[src/common/smoke_pkg.sv]
// constants and types for the smoke alarm sequencer
// Contract
// - all timing derives from 10 ms tick; emitter width is 100 us of clock cycles
// - sample every 11 s, emitter ends tick
// - latch comparator at tick end; smoke shortens
// - three smoke hits enter local alarm
// - battery latched each 43 s, LED end
// - 43 s high-gain chamber test, two fails
// - low battery chirps 10 ms every 43 s
// - alarms skip tests and mute chirps
// - battery chirp before LED, chamber +21 s
// - hysteresis gain boost during local alarm
// - test high: high gain, 330 ms sampling
// - test low: normal gain, three clears exit
// - standby LED 10 ms every 43 s
// - alarm LED every 0.5 s, remote dark
// - timer mode LED every 10 s
// - local alarm drives line, ignores input
// - line discharge 1 s after local alarm
// - remote high line gives remote alarm horn
// - 670 ms filter on interconnect input
// - test falling edge starts 10 min timer
// - no timer without external reference
// - diagnostic mode redefines strobe, emitter, pins
// - alarm horn on about 252 ms
// - alarm horn off about 84 ms
// - remote horn 0.75 to 1.65 s late
package smoke_pkg;

	localparam int CLK_HZ = 125_000_000;
	localparam int TICK_MS = 10;
	localparam int TICK_CYC = CLK_HZ / 1000 * TICK_MS;
	localparam int EMIT_US = 100;
	localparam int EMIT_CYC = CLK_HZ / 1_000_000 * EMIT_US;

	localparam int TW = 16;
	localparam int SAMPLE_MS = 11000;
	localparam int SAMPLE_T = SAMPLE_MS / TICK_MS;
	localparam int SMOKE1_MS = 2700;
	localparam int SMOKE1_T = SMOKE1_MS / TICK_MS;
	localparam int SMOKE2_MS = 1330;
	localparam int SMOKE2_T = SMOKE2_MS / TICK_MS;
	localparam int PT_MS = 330;
	localparam int PT_T = PT_MS / TICK_MS;
	localparam int CYC43_MS = 43000;
	localparam int CYC43_T = CYC43_MS / TICK_MS;
	localparam int CHAMB_MS = 21000;
	localparam int CHAMB_T = CHAMB_MS / TICK_MS;
	localparam int LED_ALM_MS = 500;
	localparam int LED_ALM_T = LED_ALM_MS / TICK_MS;
	localparam int LED_TMR_MS = 10000;
	localparam int LED_TMR_T = LED_TMR_MS / TICK_MS;
	localparam int DUMP_MS = 1000;
	localparam int DUMP_T = DUMP_MS / TICK_MS;
	localparam int IOFILT_MS = 670;
	localparam int IOFILT_T = IOFILT_MS / TICK_MS;
	localparam int HORN_ON_MS = 252;
	localparam int HORN_ON_T = HORN_ON_MS / TICK_MS;
	localparam int HORN_OFF_MS = 84;
	localparam int HORN_OFF_T = HORN_OFF_MS / TICK_MS;
	localparam int TIMER_MS = 600_000;
	localparam int TIMER_T = TIMER_MS / TICK_MS;

	localparam logic [3:0] CTRL_OFS = 4'h0;
	localparam logic [3:0] STAT_OFS = 4'h4;
	localparam int CTRL_INH_BIT = 0;
	localparam logic CTRL_INH_RST = 1'b0;

	typedef struct packed {
		logic local_alarm;
		logic remote_alarm;
		logic push_test;
		logic timer_mode;
		logic diag_mode;
		logic low_batt;
		logic cham_fail;
		logic cham_status;
		logic [1:0] smoke_hits;
	} status_t;

	typedef struct packed {
		logic strobe;
		logic emit;
		logic hi_gain;
		logic nrm_gain;
		logic hyst;
		logic ext_ref;
		logic horn_t;
		logic horn_i;
		logic led;
		logic io_drv;
		logic io_dump;
	} pins_t;

	localparam pins_t PINS_RST = '0;

endpackage

[src/hdl/smoke_alarm_sequencer.sv]
// sequencing logic of a photoelectric smoke alarm
`timescale 1ns/1ps
module smoke_alarm_sequencer import smoke_pkg::*; #(
	parameter int TICK_CYCLES = TICK_CYC,
	parameter int EMIT_CYCLES = EMIT_CYC
) (
	input wire logic clk_i, // 125 MHz clock
	input wire logic resetn_i, // async reset, active low
	input wire logic test_i, // test pin
	input wire logic diag_i, // diagnostic entry strobe
	input wire logic smoke_cmp_i, // smoke comparator result
	input wire logic batt_low_i, // battery comparator, high = low
	input wire logic ext_ref_present_i, // external reference wired
	input wire logic io_i, // interconnect line level
	output logic io_o, // interconnect drive level
	output logic io_oe_o, // interconnect drive enable
	output logic io_discharge_o, // interconnect pull-down enable
	output logic strobe_o, // detection supply enable
	output logic emitter_pulse_o, // emitter drive
	output logic high_gain_select_o, // high gain select
	output logic normal_gain_select_o, // normal gain select
	output logic hysteresis_o, // normal gain boost
	output logic ext_ref_select_o, // external smoke reference
	output logic horn_true_out_o, // horn drive
	output logic horn_inverted_out_o, // inverted horn, diag flag
	output logic led_o, // LED drive
	input wire logic [3:0] address_i, // Avalon byte address
	input wire logic read_i, // Avalon read
	input wire logic write_i, // Avalon write
	input wire logic [31:0] writedata_i, // Avalon write data
	output logic [31:0] readdata_o, // Avalon read data
	output logic waitrequest_o // Avalon wait request
);

	localparam int TCW = $clog2(TICK_CYCLES);

	if (TICK_CYCLES < 2 || EMIT_CYCLES < 1 ||
			EMIT_CYCLES >= TICK_CYCLES) begin : g_bad
		$error("tick or emitter length out of range");
	end

	// ****************************************
	// input synchronisers
	// ****************************************
	logic [5:0] raw;
	logic [5:0] s1_q;
	logic [5:0] s2_q;
	logic test_s, diag_s, smoke_s, batt_s, ext_s, io_s;

	assign raw = {io_i, ext_ref_present_i, batt_low_i, smoke_cmp_i,
		diag_i, test_i};

	for (genvar i = 0; i < 6; i++) begin : g_sync
		always_ff @(posedge clk_i or negedge resetn_i) begin
			if (!resetn_i) begin
				s1_q[i] <= 1'b0;
				s2_q[i] <= 1'b0;
			end else begin
				s1_q[i] <= raw[i];
				s2_q[i] <= s1_q[i];
			end
		end
	end

	assign test_s = s2_q[0];
	assign diag_s = s2_q[1];
	assign smoke_s = s2_q[2];
	assign batt_s = s2_q[3];
	assign ext_s = s2_q[4];
	assign io_s = s2_q[5];

	// ****************************************
	// tick divider
	// ****************************************
	logic [TCW-1:0] tc_q;
	logic tick_en;
	logic emit_win;

	assign tick_en = tc_q == TCW'(TICK_CYCLES - 1);
	assign emit_win = tc_q >= TCW'(TICK_CYCLES - EMIT_CYCLES);

	always_ff @(posedge clk_i or negedge resetn_i) begin
		if (!resetn_i) begin
			tc_q <= '0;
		end else if (tick_en) begin
			tc_q <= '0;
		end else begin
			tc_q <= tc_q + TCW'(1);
		end
	end

	// ****************************************
	// state registers
	// ****************************************
	logic det_q, local_q, remote_q, ptest_q, test_t_q, lprev_q;
	logic lowbat_q, cf1_q, cham_fail_q, cham_st_q, timer_q;
	logic diag_q, inhibit_q, wait_q;
	logic [1:0] smoke_cnt_q, clr_q, smk_nx;
	logic [TW-1:0] per_q, gap, iof_q, bt_q, ledc_q, led_per;
	logic [TW-1:0] tmr_q, dmp_q, hc_q;
	logic alarm, det_end, cham_now, chirp_d, horn_alm;
	status_t stat;
	pins_t out_d, out_q;

	assign alarm = local_q | remote_q;
	assign det_end = tick_en & det_q;
	assign cham_now = (bt_q == TW'(CHAMB_T)) & !alarm & !det_q;

	// ****************************************
	// smoke sampling schedule
	// ****************************************
	always_comb begin
		smk_nx = smoke_cnt_q;
		if (det_end) begin
			if (!smoke_s) begin
				smk_nx = 2'h0;
			end else if (smoke_cnt_q != 2'h3) begin
				smk_nx = smoke_cnt_q + 2'h1;
			end
		end
		if (test_t_q || ptest_q) begin
			gap = TW'(PT_T);
		end else if (local_q || smk_nx >= 2'h2) begin
			gap = TW'(SMOKE2_T);
		end else if (smk_nx == 2'h1) begin
			gap = TW'(SMOKE1_T);
		end else begin
			gap = TW'(SAMPLE_T);
		end
	end

	always_ff @(posedge clk_i or negedge resetn_i) begin
		if (!resetn_i) begin
			det_q <= 1'b0;
			per_q <= TW'(SAMPLE_T - 1);
			cham_st_q <= 1'b0;
			test_t_q <= 1'b0;
		end else if (tick_en) begin
			test_t_q <= test_s;
			if (det_q) begin
				det_q <= 1'b0;
				// detection tick itself is part of the gap
				per_q <= gap - TW'(2);
				cham_st_q <= smoke_s;
			end else if (per_q == '0) begin
				det_q <= 1'b1;
			end else if (test_s && per_q >= TW'(PT_T)) begin
				per_q <= TW'(PT_T - 1);
			end else begin
				per_q <= per_q - TW'(1);
			end
		end
	end

	// ****************************************
	// hit counting, local alarm, push test
	// ****************************************
	always_ff @(posedge clk_i or negedge resetn_i) begin
		if (!resetn_i) begin
			smoke_cnt_q <= 2'h0;
			local_q <= 1'b0;
		end else if (det_end) begin
			smoke_cnt_q <= smk_nx;
			if (smk_nx == 2'h3) begin
				local_q <= 1'b1;
			end else if (!smoke_s) begin
				local_q <= 1'b0;
			end
		end
	end

	always_ff @(posedge clk_i or negedge resetn_i) begin
		if (!resetn_i) begin
			ptest_q <= 1'b0;
			clr_q <= 2'h0;
		end else if (tick_en && test_s) begin
			ptest_q <= 1'b1;
			clr_q <= 2'h0;
		end else if (det_end && ptest_q && !test_t_q) begin
			if (smoke_s) begin
				clr_q <= 2'h0;
			end else if (clr_q == 2'h2) begin
				ptest_q <= 1'b0;
			end else begin
				clr_q <= clr_q + 2'h1;
			end
		end
	end

	// ****************************************
	// interconnect filter and discharge
	// ****************************************
	always_ff @(posedge clk_i or negedge resetn_i) begin
		if (!resetn_i) begin
			iof_q <= '0;
			remote_q <= 1'b0;
		end else if (local_q || !io_s) begin
			iof_q <= '0;
			remote_q <= 1'b0;
		end else if (tick_en) begin
			if (iof_q == TW'(IOFILT_T)) begin
				remote_q <= 1'b1;
			end else begin
				iof_q <= iof_q + TW'(1);
			end
		end
	end

	always_ff @(posedge clk_i or negedge resetn_i) begin
		if (!resetn_i) begin
			lprev_q <= 1'b0;
			dmp_q <= '0;
		end else begin
			lprev_q <= local_q;
			if (lprev_q && !local_q) begin
				dmp_q <= TW'(DUMP_T);
			end else if (tick_en && dmp_q != '0) begin
				dmp_q <= dmp_q - TW'(1);
			end
		end
	end

	// ****************************************
	// 43 s cycle, battery and chamber tests
	// ****************************************
	always_ff @(posedge clk_i or negedge resetn_i) begin
		if (!resetn_i) begin
			bt_q <= '0;
		end else if (tick_en) begin
			if (bt_q == TW'(CYC43_T - 1)) begin
				bt_q <= '0;
			end else begin
				bt_q <= bt_q + TW'(1);
			end
		end
	end

	always_ff @(posedge clk_i or negedge resetn_i) begin
		if (!resetn_i) begin
			lowbat_q <= 1'b0;
		end else if (tick_en && bt_q == '0 && !alarm) begin
			lowbat_q <= batt_s;
		end
	end

	always_ff @(posedge clk_i or negedge resetn_i) begin
		if (!resetn_i) begin
			cf1_q <= 1'b0;
			cham_fail_q <= 1'b0;
		end else if (tick_en && cham_now) begin
			if (smoke_s) begin
				cf1_q <= 1'b0;
				cham_fail_q <= 1'b0;
			end else begin
				cf1_q <= 1'b1;
				cham_fail_q <= cf1_q;
			end
		end
	end

	assign chirp_d = !alarm && !diag_q &&
		((lowbat_q && bt_q == TW'(CYC43_T - 1)) ||
		(cham_fail_q && bt_q == TW'(CHAMB_T + 1)));

	// ****************************************
	// horn temporal pattern
	// ****************************************
	always_ff @(posedge clk_i or negedge resetn_i) begin
		if (!resetn_i) begin
			hc_q <= '0;
		end else if (!alarm) begin
			hc_q <= '0;
		end else if (tick_en) begin
			if (hc_q == TW'(HORN_ON_T + HORN_OFF_T - 1)) begin
				hc_q <= '0;
			end else begin
				hc_q <= hc_q + TW'(1);
			end
		end
	end

	// off phase first, so remote horn lands after filter plus off time
	assign horn_alm = alarm && hc_q >= TW'(HORN_OFF_T);

	// ****************************************
	// LED, timer mode, diagnostic mode
	// ****************************************
	assign led_per = (local_q || ptest_q) ? TW'(LED_ALM_T) :
		TW'(LED_TMR_T);

	always_ff @(posedge clk_i or negedge resetn_i) begin
		if (!resetn_i) begin
			ledc_q <= '0;
		end else if (tick_en) begin
			if (ledc_q >= led_per - TW'(1)) begin
				ledc_q <= '0;
			end else begin
				ledc_q <= ledc_q + TW'(1);
			end
		end
	end

	always_ff @(posedge clk_i or negedge resetn_i) begin
		if (!resetn_i) begin
			timer_q <= 1'b0;
			tmr_q <= '0;
		end else if (tick_en && test_t_q && !test_s && !inhibit_q &&
				ext_s && !alarm) begin
			timer_q <= 1'b1;
			tmr_q <= '0;
		end else if (tick_en && timer_q) begin
			if (tmr_q == TW'(TIMER_T - 1)) begin
				timer_q <= 1'b0;
			end else begin
				tmr_q <= tmr_q + TW'(1);
			end
		end
	end

	always_ff @(posedge clk_i or negedge resetn_i) begin
		if (!resetn_i) begin
			diag_q <= 1'b0;
		end else if (diag_s) begin
			diag_q <= 1'b1;
		end
	end

	// ****************************************
	// output pins
	// ****************************************
	always_comb begin
		out_d = PINS_RST;
		out_d.strobe = diag_q | det_q | cham_now;
		out_d.emit = out_d.strobe & emit_win;
		out_d.hi_gain = (det_q & test_t_q) | (cham_now & ~det_q) |
			(diag_q & io_s & ext_s);
		out_d.nrm_gain = (det_q & ~test_t_q) |
			(diag_q & io_s & ~ext_s);
		out_d.hyst = local_q;
		out_d.ext_ref = timer_q;
		out_d.io_drv = local_q & ~diag_q;
		out_d.io_dump = (dmp_q != '0) | (lprev_q & ~local_q);
		if (diag_q) begin
			out_d.horn_i = local_q;
			out_d.led = batt_s;
		end else begin
			out_d.horn_t = horn_alm | chirp_d;
			out_d.horn_i = ~(horn_alm | chirp_d);
			if (remote_q && !local_q) begin
				out_d.led = 1'b0;
			end else if (local_q || ptest_q || timer_q) begin
				out_d.led = ledc_q == '0;
			end else begin
				out_d.led = bt_q == '0;
			end
		end
	end

	always_ff @(posedge clk_i or negedge resetn_i) begin
		if (!resetn_i) begin
			out_q <= PINS_RST;
		end else begin
			out_q <= out_d;
		end
	end

	assign strobe_o = out_q.strobe;
	assign emitter_pulse_o = out_q.emit;
	assign high_gain_select_o = out_q.hi_gain;
	assign normal_gain_select_o = out_q.nrm_gain;
	assign hysteresis_o = out_q.hyst;
	assign ext_ref_select_o = out_q.ext_ref;
	assign horn_true_out_o = out_q.horn_t;
	assign horn_inverted_out_o = out_q.horn_i;
	assign led_o = out_q.led;
	assign io_o = out_q.io_drv;
	assign io_oe_o = out_q.io_drv;
	assign io_discharge_o = out_q.io_dump;

	// ****************************************
	// Avalon-MM register slave
	// ****************************************
	assign stat = '{local_alarm: local_q, remote_alarm: remote_q,
		push_test: ptest_q, timer_mode: timer_q, diag_mode: diag_q,
		low_batt: lowbat_q, cham_fail: cham_fail_q,
		cham_status: cham_st_q, smoke_hits: smoke_cnt_q};

	always_ff @(posedge clk_i or negedge resetn_i) begin
		if (!resetn_i) begin
			wait_q <= 1'b1;
		end else begin
			wait_q <= !((read_i || write_i) && wait_q);
		end
	end

	always_ff @(posedge clk_i or negedge resetn_i) begin
		if (!resetn_i) begin
			inhibit_q <= CTRL_INH_RST;
		end else if (write_i && !wait_q && address_i == CTRL_OFS) begin
			inhibit_q <= writedata_i[CTRL_INH_BIT];
		end
	end

	always_ff @(posedge clk_i or negedge resetn_i) begin
		if (!resetn_i) begin
			readdata_o <= '0;
		end else if (read_i && wait_q) begin
			case (address_i)
				CTRL_OFS: readdata_o <= {31'h0, inhibit_q};
				STAT_OFS: readdata_o <= 32'(stat);
				default: readdata_o <= '0;
			endcase
		end
	end

	assign waitrequest_o = wait_q;

endmodule

[config.mk]
export PLATFORM = sky130hd
export DESIGN_NAME = smoke_alarm_sequencer
export DESIGN_NICKNAME = d
export VERILOG_FILES = /design/src/common/smoke_pkg.sv /design/src/hdl/smoke_alarm_sequencer.sv
export SDC_FILE = /design/constraint.sdc
export NUM_CORES = 1
export LEC_CHECK = 0
export ABC_AREA = 1
export BUFFER_PORTS_ARGS = -buffer_cell sky130_fd_sc_hd__buf_2
export CAP_MARGIN = 40
export CORE_MARGIN = 4
export CORE_UTILIZATION = 40
export CTS_BUF_LIST = sky130_fd_sc_hd__clkbuf_8
export DETAILED_ROUTE_END_ITERATION = 7
export GPL_TIMING_DRIVEN = 0
export PLACE_DENSITY = 0.64
export SYNTH_ARGS = -nofsm -noshare
export SYNTH_HDL_FRONTEND = slang
export SYNTH_SLANG_ARGS = --single-unit
[constraint.sdc]
create_clock -name clk_i -period 2.5 [get_ports clk_i]
set_input_delay 0.25 -clock clk_i [delete_from_list [all_inputs] [get_ports clk_i]]
set_output_delay 0.25 -clock clk_i [all_outputs]
set_load 0.05 [all_outputs]
# [Word level (Yosys, flattened, before mapping)]
# Cells that the tools add are included.
[totals] in_bits=46 wordCells=221 register_bits=205
[classes] reduce_logical=63 order_cmp=5 n_mux=49 eq_ne=19 addsub=12 n_bitwise=26
[op_table] cell="16-bit 2-to-1 mux" count=16
[op_table] cell="16-bit by 1-bit adder with 16-bit output, second input constant" count=5
[op_table] cell="16-bit zero test" count=3
[op_table] cell="11-bit 2-to-1 mux" count=3
[op_table] cell="16-bit by 12-bit equality test with 1-bit output, second input constant" count=2
[op_table] cell="16-bit by 1-bit subtractor with 16-bit output, second input constant" count=2
[op_table] cell="1-bit logical AND" count=25
[op_table] cell="21-bit by 1-bit adder with 21-bit output, second input constant" count=1
[op_table] cell="21-bit equality test, second input constant" count=1
[op_table] cell="21-bit >= comparator, second input constant" count=1
[op_table] cell="21-bit 2-to-1 mux" count=1
[op_table] cell="10-bit case mux with 2 select lines" count=1
[op_table] cell="1-bit 2-to-1 mux" count=19
[op_table] cell="16-bit by 13-bit equality test with 1-bit output, second input constant" count=1
[op_table] cell="16-bit equality test, second input constant" count=1
[op_table] cell="16-bit by 6-bit equality test with 1-bit output, second input constant" count=1
[op_table] cell="16-bit by 7-bit equality test with 1-bit output, second input constant" count=1
[op_table] cell="16-bit >= comparator" count=1
[op_table] cell="16-bit by 4-bit >= comparator with 1-bit output, second input constant" count=1
[op_table] cell="16-bit by 6-bit >= comparator with 1-bit output, second input constant" count=1
[op_table] cell="2-bit 2-to-1 mux" count=8
[op_table] cell="2-bit AND reduction" count=8
[op_table] cell="16-bit nonzero test" count=1
[op_table] cell="16-bit by 2-bit subtractor with 16-bit output, second input constant" count=1
[op_table] cell="other kinds (18)" count=69

# [Longest topological paths before layout]
# Gate-level depths: netlist of run 1.
[logic_depth] ltp_word=10 mapped_depth=14 ltp_nobuf=14

# [Worst setup path after synthesis of run 1]
# Ideal clock, no wire load.
[synth_timing] path_kind="reg-to-reg" from="register ptest_q" to="register ledc_q[8]" stages_incl_launch_ff=9 t_arrival_ps=1758 synth_period_minus_slack_ps=1830 setup_ps=71 slack_ps=670 path_cell_list="dfrtp_1 > nor2_1 > inv_1 > ha_1 > a2111oi_2 > nand2_1 > nand2_1 > nand2_1 > nor2_1"
[synth_via] elab_chain_cells=5
[synth_rtl] element="start: declaration" line_no="smoke_alarm_sequencer.sv:95" source="logic det_q, local_q, remote_q, ptest_q, test_t_q, lprev_q;"
[synth_rtl] element="start signal: assignment" line_no="smoke_alarm_sequencer.sv:174" source="ptest_q <= 1'b0;"
[synth_rtl] element="start signal: assignment" line_no="smoke_alarm_sequencer.sv:177" source="ptest_q <= 1'b1;"
[synth_rtl] element="start signal: assignment" line_no="smoke_alarm_sequencer.sv:183" source="ptest_q <= 1'b0;"
[synth_rtl] element="1-bit logical OR" line_no="smoke_alarm_sequencer.sv:288" source="assign led_per = (local_q || ptest_q) ? TW'(LED_ALM_T) :"
[synth_rtl] element="10-bit 2-to-1 mux" line_no="smoke_alarm_sequencer.sv:288"
[synth_rtl] element="10-bit by 1-bit subtractor with 11-bit output" line_no="smoke_alarm_sequencer.sv:295" source="if (ledc_q >= led_per - TW'(1)) begin"
[synth_rtl] element="16-bit >= comparator" line_no="smoke_alarm_sequencer.sv:295"
[synth_rtl] element="16-bit 2-to-1 mux" line_no="smoke_alarm_sequencer.sv:295"
[synth_rtl] element="end signal: assignment" line_no="smoke_alarm_sequencer.sv:298" source="ledc_q <= ledc_q + TW'(1);"
[synth_rtl] element="end: declaration" line_no="smoke_alarm_sequencer.sv:99" source="logic [TW-1:0] per_q, gap, iof_q, bt_q, ledc_q, led_per;"
# No other way between the ends.
# A chain may end at the register's enable or synchronous reset.

# [Worst setup path after layout of run 1]
[layout_timing] from="register ptest_q" to="register ledc_q[3]"
# Same word-level chain as after synthesis.

==> flow_summary.yaml, run 1 <==
clock_tree:
  cts_buffers: 17
  cts_tree: "done"
  cts_root_buffer: "clkbuf_8"
  cts_setup_buffers: 0
  cts.sinks: 183
  cts.clk_slew.worst_paths_ns: 0.11
  ctsHtreeMaxLevel: 4
  clockBufferDepth: 2
  clk-insertion-delay-late_ns: 0.48
cells_and_area:
  area_growth_pct: 12.0
  n_antenna_cell: 0
  drive_gt1_frac: 0.113
  fin_nets: 1511
  fin_util: 0.455
  fin_cells: 1791
  nFillCells: 2558
  mostFrequentLayoutCells: "294 x nand2_1, 177 x dfrtp_1, 165 x inv_1"
  final_common_cell: "nand2_1"
critical_path:
  cpMostUsedCell: "nand2_1"
  critPathMaxStageDelay_ns: 0.58
  cp_num_buf_inv: 1
  end_kind: "flop"
  worstPathArrival_ns: 2.72
  critPathKind: "flop to flop"
  cpMaxStageDelayCell: "a2111oi_2"
  critical-path-top-delay-family: "simple AND/OR/NAND/NOR gates"
  reg2reg_depth: 8
  cp_num_cells: 8
  crit_path_max_fanout: 7
  cp.required_ns: 2.91
  cp-start-kind: "flop"
  crit_chain: "nor2_2 > inv_2 > ha_1 > a2111oi_2 > nand2_1 > nand2_1 > nand2_1 > nor2_1"
run_status:
  outcome: "complete, no violations"
floorplan:
  fp.dieArea_um2: 29200
  initial_utilization: 0.407
  rows: 59
  num_io_pins: 91
  fp.dieH_um: 171
  die_width_um: 171
  core-area_um2: 26100
synth:
  synth_cell_types: 53
  seq_area_frac_synth: 0.433
  synth_edf_count: 0
  synthArstFlopShare: 1.00
  synth-seq-cells: 183
  ys.flop_type: "dfrtp_1"
  netlist_instances: 1356
  postSynthAreaPerCell_um2: 7.81
  netlist_area_um2: 10600
  yosysWarnings: 0
detailed_routing:
  via_count: 9139
  finalWirelength_um: 24900
  drtIter0Drc: 760
  ant_nets: 0
  drt_first_pass_iters: 6
  wl_per_cell_um: 13.9
  route.detailed.drc: 0
  viasPerCell: 5.10
global_route:
  grt_max_degree: 101
  grt_remaining_overflow: 0
  grt_use_total: 0.176
  grt_first_pass_wirelength_um: 42200
  grt_pass1_vias: 8627
  grt_antenna_before_repair: 0
timing:
  slew_violations: 0
  finalSetupViolCount: 0
  rsz0062_at_grt: "false"
  fmax_ghz: 0.434
  hold_ws_ns: 0.0276
  slew_headroom: 0.561
  min_period_over_period: 0.922
  tightest_slew_ns: 0.658
  finClkSkew_ns: 0.0160
  hold_violations: 0
  fin_tns_setup_ns: 0
  finalCriticalPeriod_ns: 2.30
job:
  maxCapViolCount: 0
pwr:
  peakVddDrop_mv: 0.363
  power_density_nw_per_um2: 473
  p_leak_uw: 0.00585
placement:
  dpl.hpwl_um: 18200
  io_buffers: 37
  routabilityCongestion: 0.936
  dpl.cell_count: 1750
hold_path:
  whs_path_depth: 3
  holdCritPathClass: "input port to flop"
==> power breakdown <==
group | internal (uW) | total (uW) | leakage (uW) | switching (uW)
Combinational | 73.7 | 291 | 0.00315 | 217
Sequential | 2990 | 3010 | 0.00247 | 21.5
Clock | 1140 | 2320 | 0.000228 | 1170
Total | 4200 | 5620 | 0.00585 | 1410
==> synthesized netlist by cell type (13+ instances only) <==
library cell | instances | area share
o31ai_1 | 17 | 0.012
xor2_1 | 53 | 0.044
xnor2_1 | 13 | 0.011
nand2_1 | 294 | 0.10
a21oi_1 | 40 | 0.019
inv_1 | 167 | 0.059
o21ai_0 | 61 | 0.029
nand3_1 | 87 | 0.041
nand4_1 | 45 | 0.027
nor2_1 | 165 | 0.058
dfrtp_1 | 177 | 0.42
nor3_1 | 42 | 0.020
nor4_1 | 24 | 0.014
buf_4 | 26 | 0.018
ha_1 | 22 | 0.026
==> cell type report <==
class	count	area, um^2	area share
Tap cell	335	419	0.0353
Clock inverter	14	208	0.0175
Buffer	46	328	0.0276
Multi-Input combinational cell	972	5080	0.428
Timing Repair Buffer	47	313	0.0264
Clock buffer	18	248	0.0209
Sequential cell	183	4590	0.387
Inverter	176	682	0.0575
==> kinds of logic (layout without fill, tap and decap cells) <==
group / count (synthesis) / after routing / share of synthesized area
fa+ha+maj: 22 / 22 / 0.0260
flops: 183 / 183 / 0.433
buf+inv: 222 / 301 / 0.0951
xor+xnor: 66 / 66 / 0.0546
other cells: 1 / 22 / 0.000354
simple gates: 699 / 699 / 0.298
compound gates: 163 / 163 / 0.0927
==> what timing repair did <==
| action | CTS | global route |
|---|---|---|
| resized for setup | 0 | 4 |
| endpoints found under the hold margin | 89 | 0 |
| setup endpoints to repair | 0 | 5 |
| hold buffers | 9 | 0 |
==> stage by stage <==
stage	total power [uW]	instance area [um^2]	setup slack [ns]
floorplan	3240	10700	0.670
global placement	3340	11300	-1.83
detailed placement	3350	11300	0.125
CTS	5690	11900	0.123
global route	5850	11900	0.0179
finish	5620	11900	0.196
==> per-layer routing <==
layer,vias up,global-route usage,part of all wire
met3,40,0.0317,0.044
met4,0,0.0510,0.021
li1,4597,-,-
met5,-,0,0
met1,4265,0.243,0.47
met2,237,0.285,0.46
==> path summary, 6_finish.rpt <==
| kind | from | end | slack, ns |
|---|---|---|---|
| worst max-delay path | ptest_q$_DFFE_PN0P_ | ledc_q[3]$_DFFE_PN0N_ | 0.20 |
| worst min-delay path | writedata_i[0] | inhibit_q$_DFFE_PN0P_ | 0.03 |
| worst max register to register | ptest_q$_DFFE_PN0P_ | ledc_q[3]$_DFFE_PN0N_ | 0.20 |
| worst min register to register | s1_q[3]$_DFF_PN0_ | batt_s$_DFF_PN0_ | 0.35 |
| max in group asynchronous | resetn_i | per_q[3]$_DFFE_PN1P_ | 1.27 |
| min in group asynchronous | resetn_i | dmp_q[1]$_DFFE_PN0P_ | 0.32 |
==> sequential cells by signal, summed over array words and instances, names as in the netlist, 2 cells and up <==
name,count
tc_q,21
bt_q,16
dmp_q,16
hc_q,16
iof_q,16
ledc_q,16
per_q,16
tmr_q,16
readdata_o,10
s1_q,6
clr_q,2
smoke_cnt_q,2
==> tightest hold or removal path, stage by stage <==
cell and delay, ns:
buf_2 0.08, nor2_1 0.03, a21oi_1 0.10
Power figures use the tool's default switching activity.
==> run 2, diff against run 1 <==
- SLEW_MARGIN: default -> 20
- clock period: 2.5 -> 2.2 ns (I/O delays scaled with it)
==> run 2 against run 1 <==
Against the previous run: clock power increased by 6%; largest power group unchanged; sequential share of layout area decreased by 0.84 points; combinational power increased by 16%; largest cell class unchanged; sequential power increased by 14%.
==> flow_summary.yaml, run 2 (synthesized netlist as in run 1, its figures left out) <==
cells_and_area:
  fin_cells: 1807
  area_growth_pct: 14.6
  fin_util: 0.466
  mostFrequentLayoutCells: "286 x nand2_1, 175 x dfrtp_1, 164 x inv_1"
  top_register: "tc_q"
  nFillCells: 2563
  largest_register_ffs: 21
  fin_nets: 1527
  drive_gt1_frac: 0.137
  n_antenna_cell: 0
  final_common_cell: "nand2_1"
floorplan:
  rows: 59
  core-area_um2: 26100
  fp.dieH_um: 171
  num_io_pins: 91
  fp.dieArea_um2: 29200
  initial_utilization: 0.407
  die_width_um: 171
job:
  maxCapViolCount: 0
clock_tree:
  cts.clk_slew.worst_paths_ns: 0.11
  cts_tree: "done"
  ctsHtreeMaxLevel: 4
  cts_buffers: 17
  clockBufferDepth: 2
  cts_root_buffer: "clkbuf_8"
  cts.sinks: 183
  clk-insertion-delay-late_ns: 0.48
critical_path:
  critPathKind: "flop to flop"
  cp-start-kind: "flop"
  end_kind: "flop"
  crit_chain: "nor2_4 > inv_2 > ha_1 > a21oi_1 > o21ai_0 > a21oi_1 > o21ai_1 > nand2_1 > nand2_2 > nand2_2 > nand2_1 > nor2_1"
  crit_path_max_fanout: 7
  cpMaxStageDelayCell: "dfrtp_2"
  critPathMaxStageDelay_ns: 0.48
  worstPathArrival_ns: 2.48
  cp.required_ns: 2.60
detailed_routing:
  drt_first_pass_iters: 5
  via_count: 9210
  finalWirelength_um: 25600
  viasPerCell: 5.10
  ant_nets: 0
  drtIter0Drc: 707
  wl_per_cell_um: 14.1
  route.detailed.drc: 0
global_route:
  grt_max_degree: 99
  grt_first_pass_wirelength_um: 42300
  grt_pass1_vias: 8776
  grt_antenna_before_repair: 0
  grt_remaining_overflow: 0
  grt_use_total: 0.176
timing:
  finClkSkew_ns: 0.0192
  tightest_slew_ns: 0.670
  fin_tns_setup_ns: 0
  min_period_over_period: 0.945
  fmax_ghz: 0.481
  finalSetupViolCount: 0
  hold_ws_ns: 0.0360
  finalCriticalPeriod_ns: 2.08
  rsz0062_at_grt: "true"
  slew_violations: 0
  hold_violations: 0
  slew_headroom: 0.553
pwr:
  p_leak_uw: 0.00596
  peakVddDrop_mv: 0.343
  p_int_uw: 4540
  power_density_nw_per_um2: 511
  power_frac_comb: 0.054
  p_sw_frac: 0.268
  clockPowerShare: 0.394
  seqPwrFrac: 0.551
  switchingPower_uw: 1660
run_status:
  outcome: "complete, no violations"
placement:
  routabilityCongestion: 0.936
  io_buffers: 37
  dpl.hpwl_um: 18400
  dpl.cell_count: 1750
hold_path:
  holdCritPathClass: "input port to flop"
## run 2: metrics by stage
| stage | setup WS [ns] | total power, uW | instance area, um^2 |
|---|---|---|---|
| 3_5_place_dp | -0.207 | 3810 | 11300 |
| 6_report | 0.120 | 6200 | 12100 |
| 4_1_cts | 0.000416 | 6270 | 11900 |
| 2_1_floorplan | 0.370 | 3680 | 10700 |
| 5_1_grt | -0.0242 | 6450 | 12100 |
| 3_3_place_gp | -2.10 | 3800 | 11300 |
## run 2: what timing repair did
action                     CTS  global route
gates resized for setup      8            38
pin swaps                    1             8
cloned                       0             2
buffers inserted             1            11
hold endpoints to repair    93             0
setup endpoints to repair   41            89
hold buffers                11             0
## run 2: path summary, 6_finish.rpt
path / startpoint / to / slack, ns / cells past startpoint
worst max-delay path: ptest_q$_DFFE_PN0P_ / ledc_q[3]$_DFFE_PN0N_ / 0.12 / 12
worst min-delay path: address_i[3] / readdata_o[0]$_DFFE_PN0P_ / 0.04 / 4
worst max register to register: ptest_q$_DFFE_PN0P_ / ledc_q[3]$_DFFE_PN0N_ / 0.12 / 12
worst min register to register: s1_q[0]$_DFF_PN0_ / test_s$_DFF_PN0_ / 0.36 / 0
max in group asynchronous: resetn_i / per_q[6]$_DFFE_PN1P_ / 0.97 / 3
min in group asynchronous: resetn_i / dmp_q[3]$_DFFE_PN0P_ / 0.29 / 2
## run 2: cell type report
type / count / area [um^2] / share of cell area
Sequential cell: 183 / 4590 / 0.378
Inverter: 176 / 693 / 0.0571
Clock inverter: 15 / 190 / 0.0157
Timing Repair Buffer: 63 / 453 / 0.0373
Buffer: 46 / 335 / 0.0276
Tap cell: 335 / 419 / 0.0345
Clock buffer: 17 / 234 / 0.0193
Multi-Input combinational cell: 972 / 5220 / 0.430
## run 2: power by group through the flow
| stage | combinational (uW) | sequential (uW) | clock (uW) |
|---|---|---|---|
| floorplan | 169 | 3510 | 0 |
| global placement | 311 | 3480 | 0 |
| detailed placement | 323 | 3480 | 0 |
| CTS | 341 | 3420 | 2520 |
| global route | 374 | 3420 | 2650 |
| finish | 337 | 3420 | 2450 |
## run 2: metal layers
metal	track usage	vias to the layer above	part of all wire
met5	0	-	0
met4	0.0542	0	0.018
met3	0.0307	31	0.037
met2	0.285	196	0.47
met1	0.242	4363	0.47
li1	-	4620	-
## run 2: worst max-delay path: cells and delay by family, from the launching register on
kind	cells	cell delay (ns)
DFF	1	0.48
AOI/OAI and AO/OA	4	0.54
adders and majority gates	1	0.28
and+or+nand+nor	6	0.60
buffers and inverters	1	0.09
==> run 3, diff against run 2 <==
- CELL_PAD_IN_SITES_DETAIL_PLACEMENT: default -> 0
- CELL_PAD_IN_SITES_GLOBAL_PLACEMENT: default -> 2
- CORE_MARGIN: 4 -> default
- CORE_UTILIZATION: 40 -> 37
- PLACE_DENSITY: 0.64 -> 0.9
==> run 3 against run 2 <==
Against the previous run: routed wire length up 3.2%; sequential share of layout area about the same; core utilization down 3.2 points; total power down 0.73%; setup slack worse by 0.0057 ns; critical path type unchanged; largest cell class unchanged.
==> flow_summary.yaml, run 3 (synthesized netlist as in run 1, its figures left out) <==
timing:
  finalSetupViolCount: 0
  hold_violations: 0
  fmax_ghz: 0.479
  tightest_slew_ns: 0.567
  slew_violations: 0
  min_period_over_period: 0.948
  rsz0062_at_grt: "true"
  finClkSkew_ns: 0.0230
  finalCriticalPeriod_ns: 2.09
  hold_ws_ns: 0.0231
  slew_headroom: 0.622
detailed_routing:
  drtIter0Drc: 639
  via_count: 8971
  drt_first_pass_iters: 5
  wl_per_cell_um: 14.3
  finalWirelength_um: 26400
  route.detailed.drc: 0
  viasPerCell: 4.86
  ant_nets: 0
floorplan:
  core-area_um2: 28000
  initial_utilization: 0.378
  num_io_pins: 91
  die_width_um: 171
  fp.dieH_um: 171
  fp.dieArea_um2: 29300
  rows: 61
pwr:
  p_sw_frac: 0.279
  p_int_uw: 4440
  switchingPower_uw: 1720
  p_leak_uw: 0.00591
  seqPwrFrac: 0.555
  clockPowerShare: 0.388
  power_frac_comb: 0.057
  peakVddDrop_mv: 0.377
  power_density_nw_per_um2: 507
cells_and_area:
  area_growth_pct: 14.6
  top_register: "tc_q"
  n_antenna_cell: 0
  fin_util: 0.433
  fin_nets: 1523
  nFillCells: 2888
  mostFrequentLayoutCells: "286 x nand2_1, 174 x dfrtp_1, 164 x inv_1"
  fin_cells: 1846
  drive_gt1_frac: 0.135
  largest_register_ffs: 21
  final_common_cell: "nand2_1"
critical_path:
  cp_num_buf_inv: 2
  reg2reg_slack_ns: 0.11
  critical-path-top-delay-family: "simple AND/OR/NAND/NOR gates"
  crit_path_max_fanout: 10
  reg2reg_depth: 11
  worstPathArrival_ns: 2.45
  r2r_start: "tc_q[0]$_DFF_PN0_"
  cpMaxStageDelayCell: "dfrtp_1"
  end_kind: "flop"
  reg2reg_to: "tmr_q[4]$_DFFE_PN0P_"
  critPathMaxStageDelay_ns: 0.41
  cpMostUsedCell: "nor2_4"
  critPathKind: "flop to flop"
  cp-startpoint: "tc_q[0]$_DFF_PN0_"
  cp_num_cells: 11
  cp-start-kind: "flop"
  crit_chain: "ha_4 > nand2_2 > nor2_4 > nand4_1 > nor2_4 > nand2_8 > inv_8 > buf_8 > nand2_1 > a31oi_1 > a21oi_1"
  crit_path_end: "tmr_q[4]$_DFFE_PN0P_"
  cp.required_ns: 2.56
global_route:
  grt_max_degree: 94
  grt_use_total: 0.190
  grt_remaining_overflow: 0
  grt_first_pass_wirelength_um: 43800
  grt_pass1_vias: 8630
  grt_antenna_before_repair: 0
hold_path:
  holdCritPathClass: "input port to flop"
  whs_path_depth: 3
placement:
  dpl.hpwl_um: 19200
  routabilityCongestion: 0.859
  dpl.cell_count: 1794
  io_buffers: 37
clock_tree:
  ctsHtreeMaxLevel: 4
  clockBufferDepth: 2
  clk-insertion-delay-late_ns: 0.49
  cts.sinks: 183
  cts_root_buffer: "clkbuf_8"
  cts_buffers: 17
  cts.clk_slew.worst_paths_ns: 0.12
  cts_tree: "done"
run_status:
  outcome: "complete, no violations"
job:
  maxCapViolCount: 0
-- run 3: timing repair --
action                                 in CTS  in global routing
setup endpoints to repair                  52                 76
gates resized for setup                    12                 32
pin swaps                                   0                  5
hold buffers                               11                  0
endpoints found under the hold margin      96                  0
setup buffers                               4                  5
-- run 3: worst min-delay path by stage --
| stage | endpoint | from |
|---|---|---|
| 2_1_floorplan | batt_s$_DFF_PN0_ | resetn_i |
| 3_3_place_gp | s1_q[1]$_DFF_PN0_ | diag_i |
| 4_1_cts | readdata_o[0]$_DFFE_PN0P_ | address_i[2] |
| 6_report | readdata_o[0]$_DFFE_PN0P_ | address_i[2] |
| 5_1_grt | readdata_o[0]$_DFFE_PN0P_ | address_i[3] |
| 3_5_place_dp | dmp_q[2]$_DFFE_PN0P_ | resetn_i |
-- run 3: layout make-up --
| cell class | instances | area (um^2) | area share |
|---|---|---|---|
| multi-input cells | 972 | 5230 | 0.431 |
| flip-flops and latches | 183 | 4590 | 0.378 |
| inverters | 176 | 688 | 0.0567 |
| well taps | 378 | 473 | 0.0390 |
| repair buffers | 59 | 428 | 0.0353 |
| plain buffers | 46 | 332 | 0.0273 |
| clock buffers | 17 | 234 | 0.0193 |
| clock inverters | 15 | 163 | 0.0134 |
-- run 3: routing by layer --
layer  vias up  wire (um)  track usage
met5         -          0            0
met4         0        448       0.0598
met3        24        718       0.0276
met2       156      12400        0.312
met1      4173      12800        0.256
li1       4618          -            -
-- run 3: stage by stage --
step / power, uW / setup slack [ns] / TNS (ns) / instance area (um^2)
after floorplan: 3680 / 0.370 / 0 / 10700
after global placement: 3800 / -2.25 / -402.77 / 11300
after global routing: 6400 / -0.00426 / -0.00597 / 12100
final: 6160 / 0.114 / 0 / 12100
after detailed placement: 3820 / -0.184 / -4.13 / 11400
after CTS: 6240 / 0.00631 / 0 / 12000
-- run 3: power groups by stage --
stage | sequential (uW) | combinational, uW | clock [uW]
floorplan | 3510 | 169 | 0
global placement | 3480 | 318 | 0
detailed placement | 3480 | 333 | 0
CTS | 3420 | 355 | 2460
global route | 3420 | 385 | 2600
finish | 3420 | 348 | 2390
-- run 3: worst reg2reg max path: stages, from the launching register on --
cell,delay [ns]
dfrtp_1,0.41
ha_4,0.17
nand2_2,0.08
nor2_4,0.17
nand4_1,0.15
nor2_4,0.20
nand2_8,0.13
inv_8,0.13
buf_8,0.17
nand2_1,0.14
a31oi_1,0.17
a21oi_1,0.06
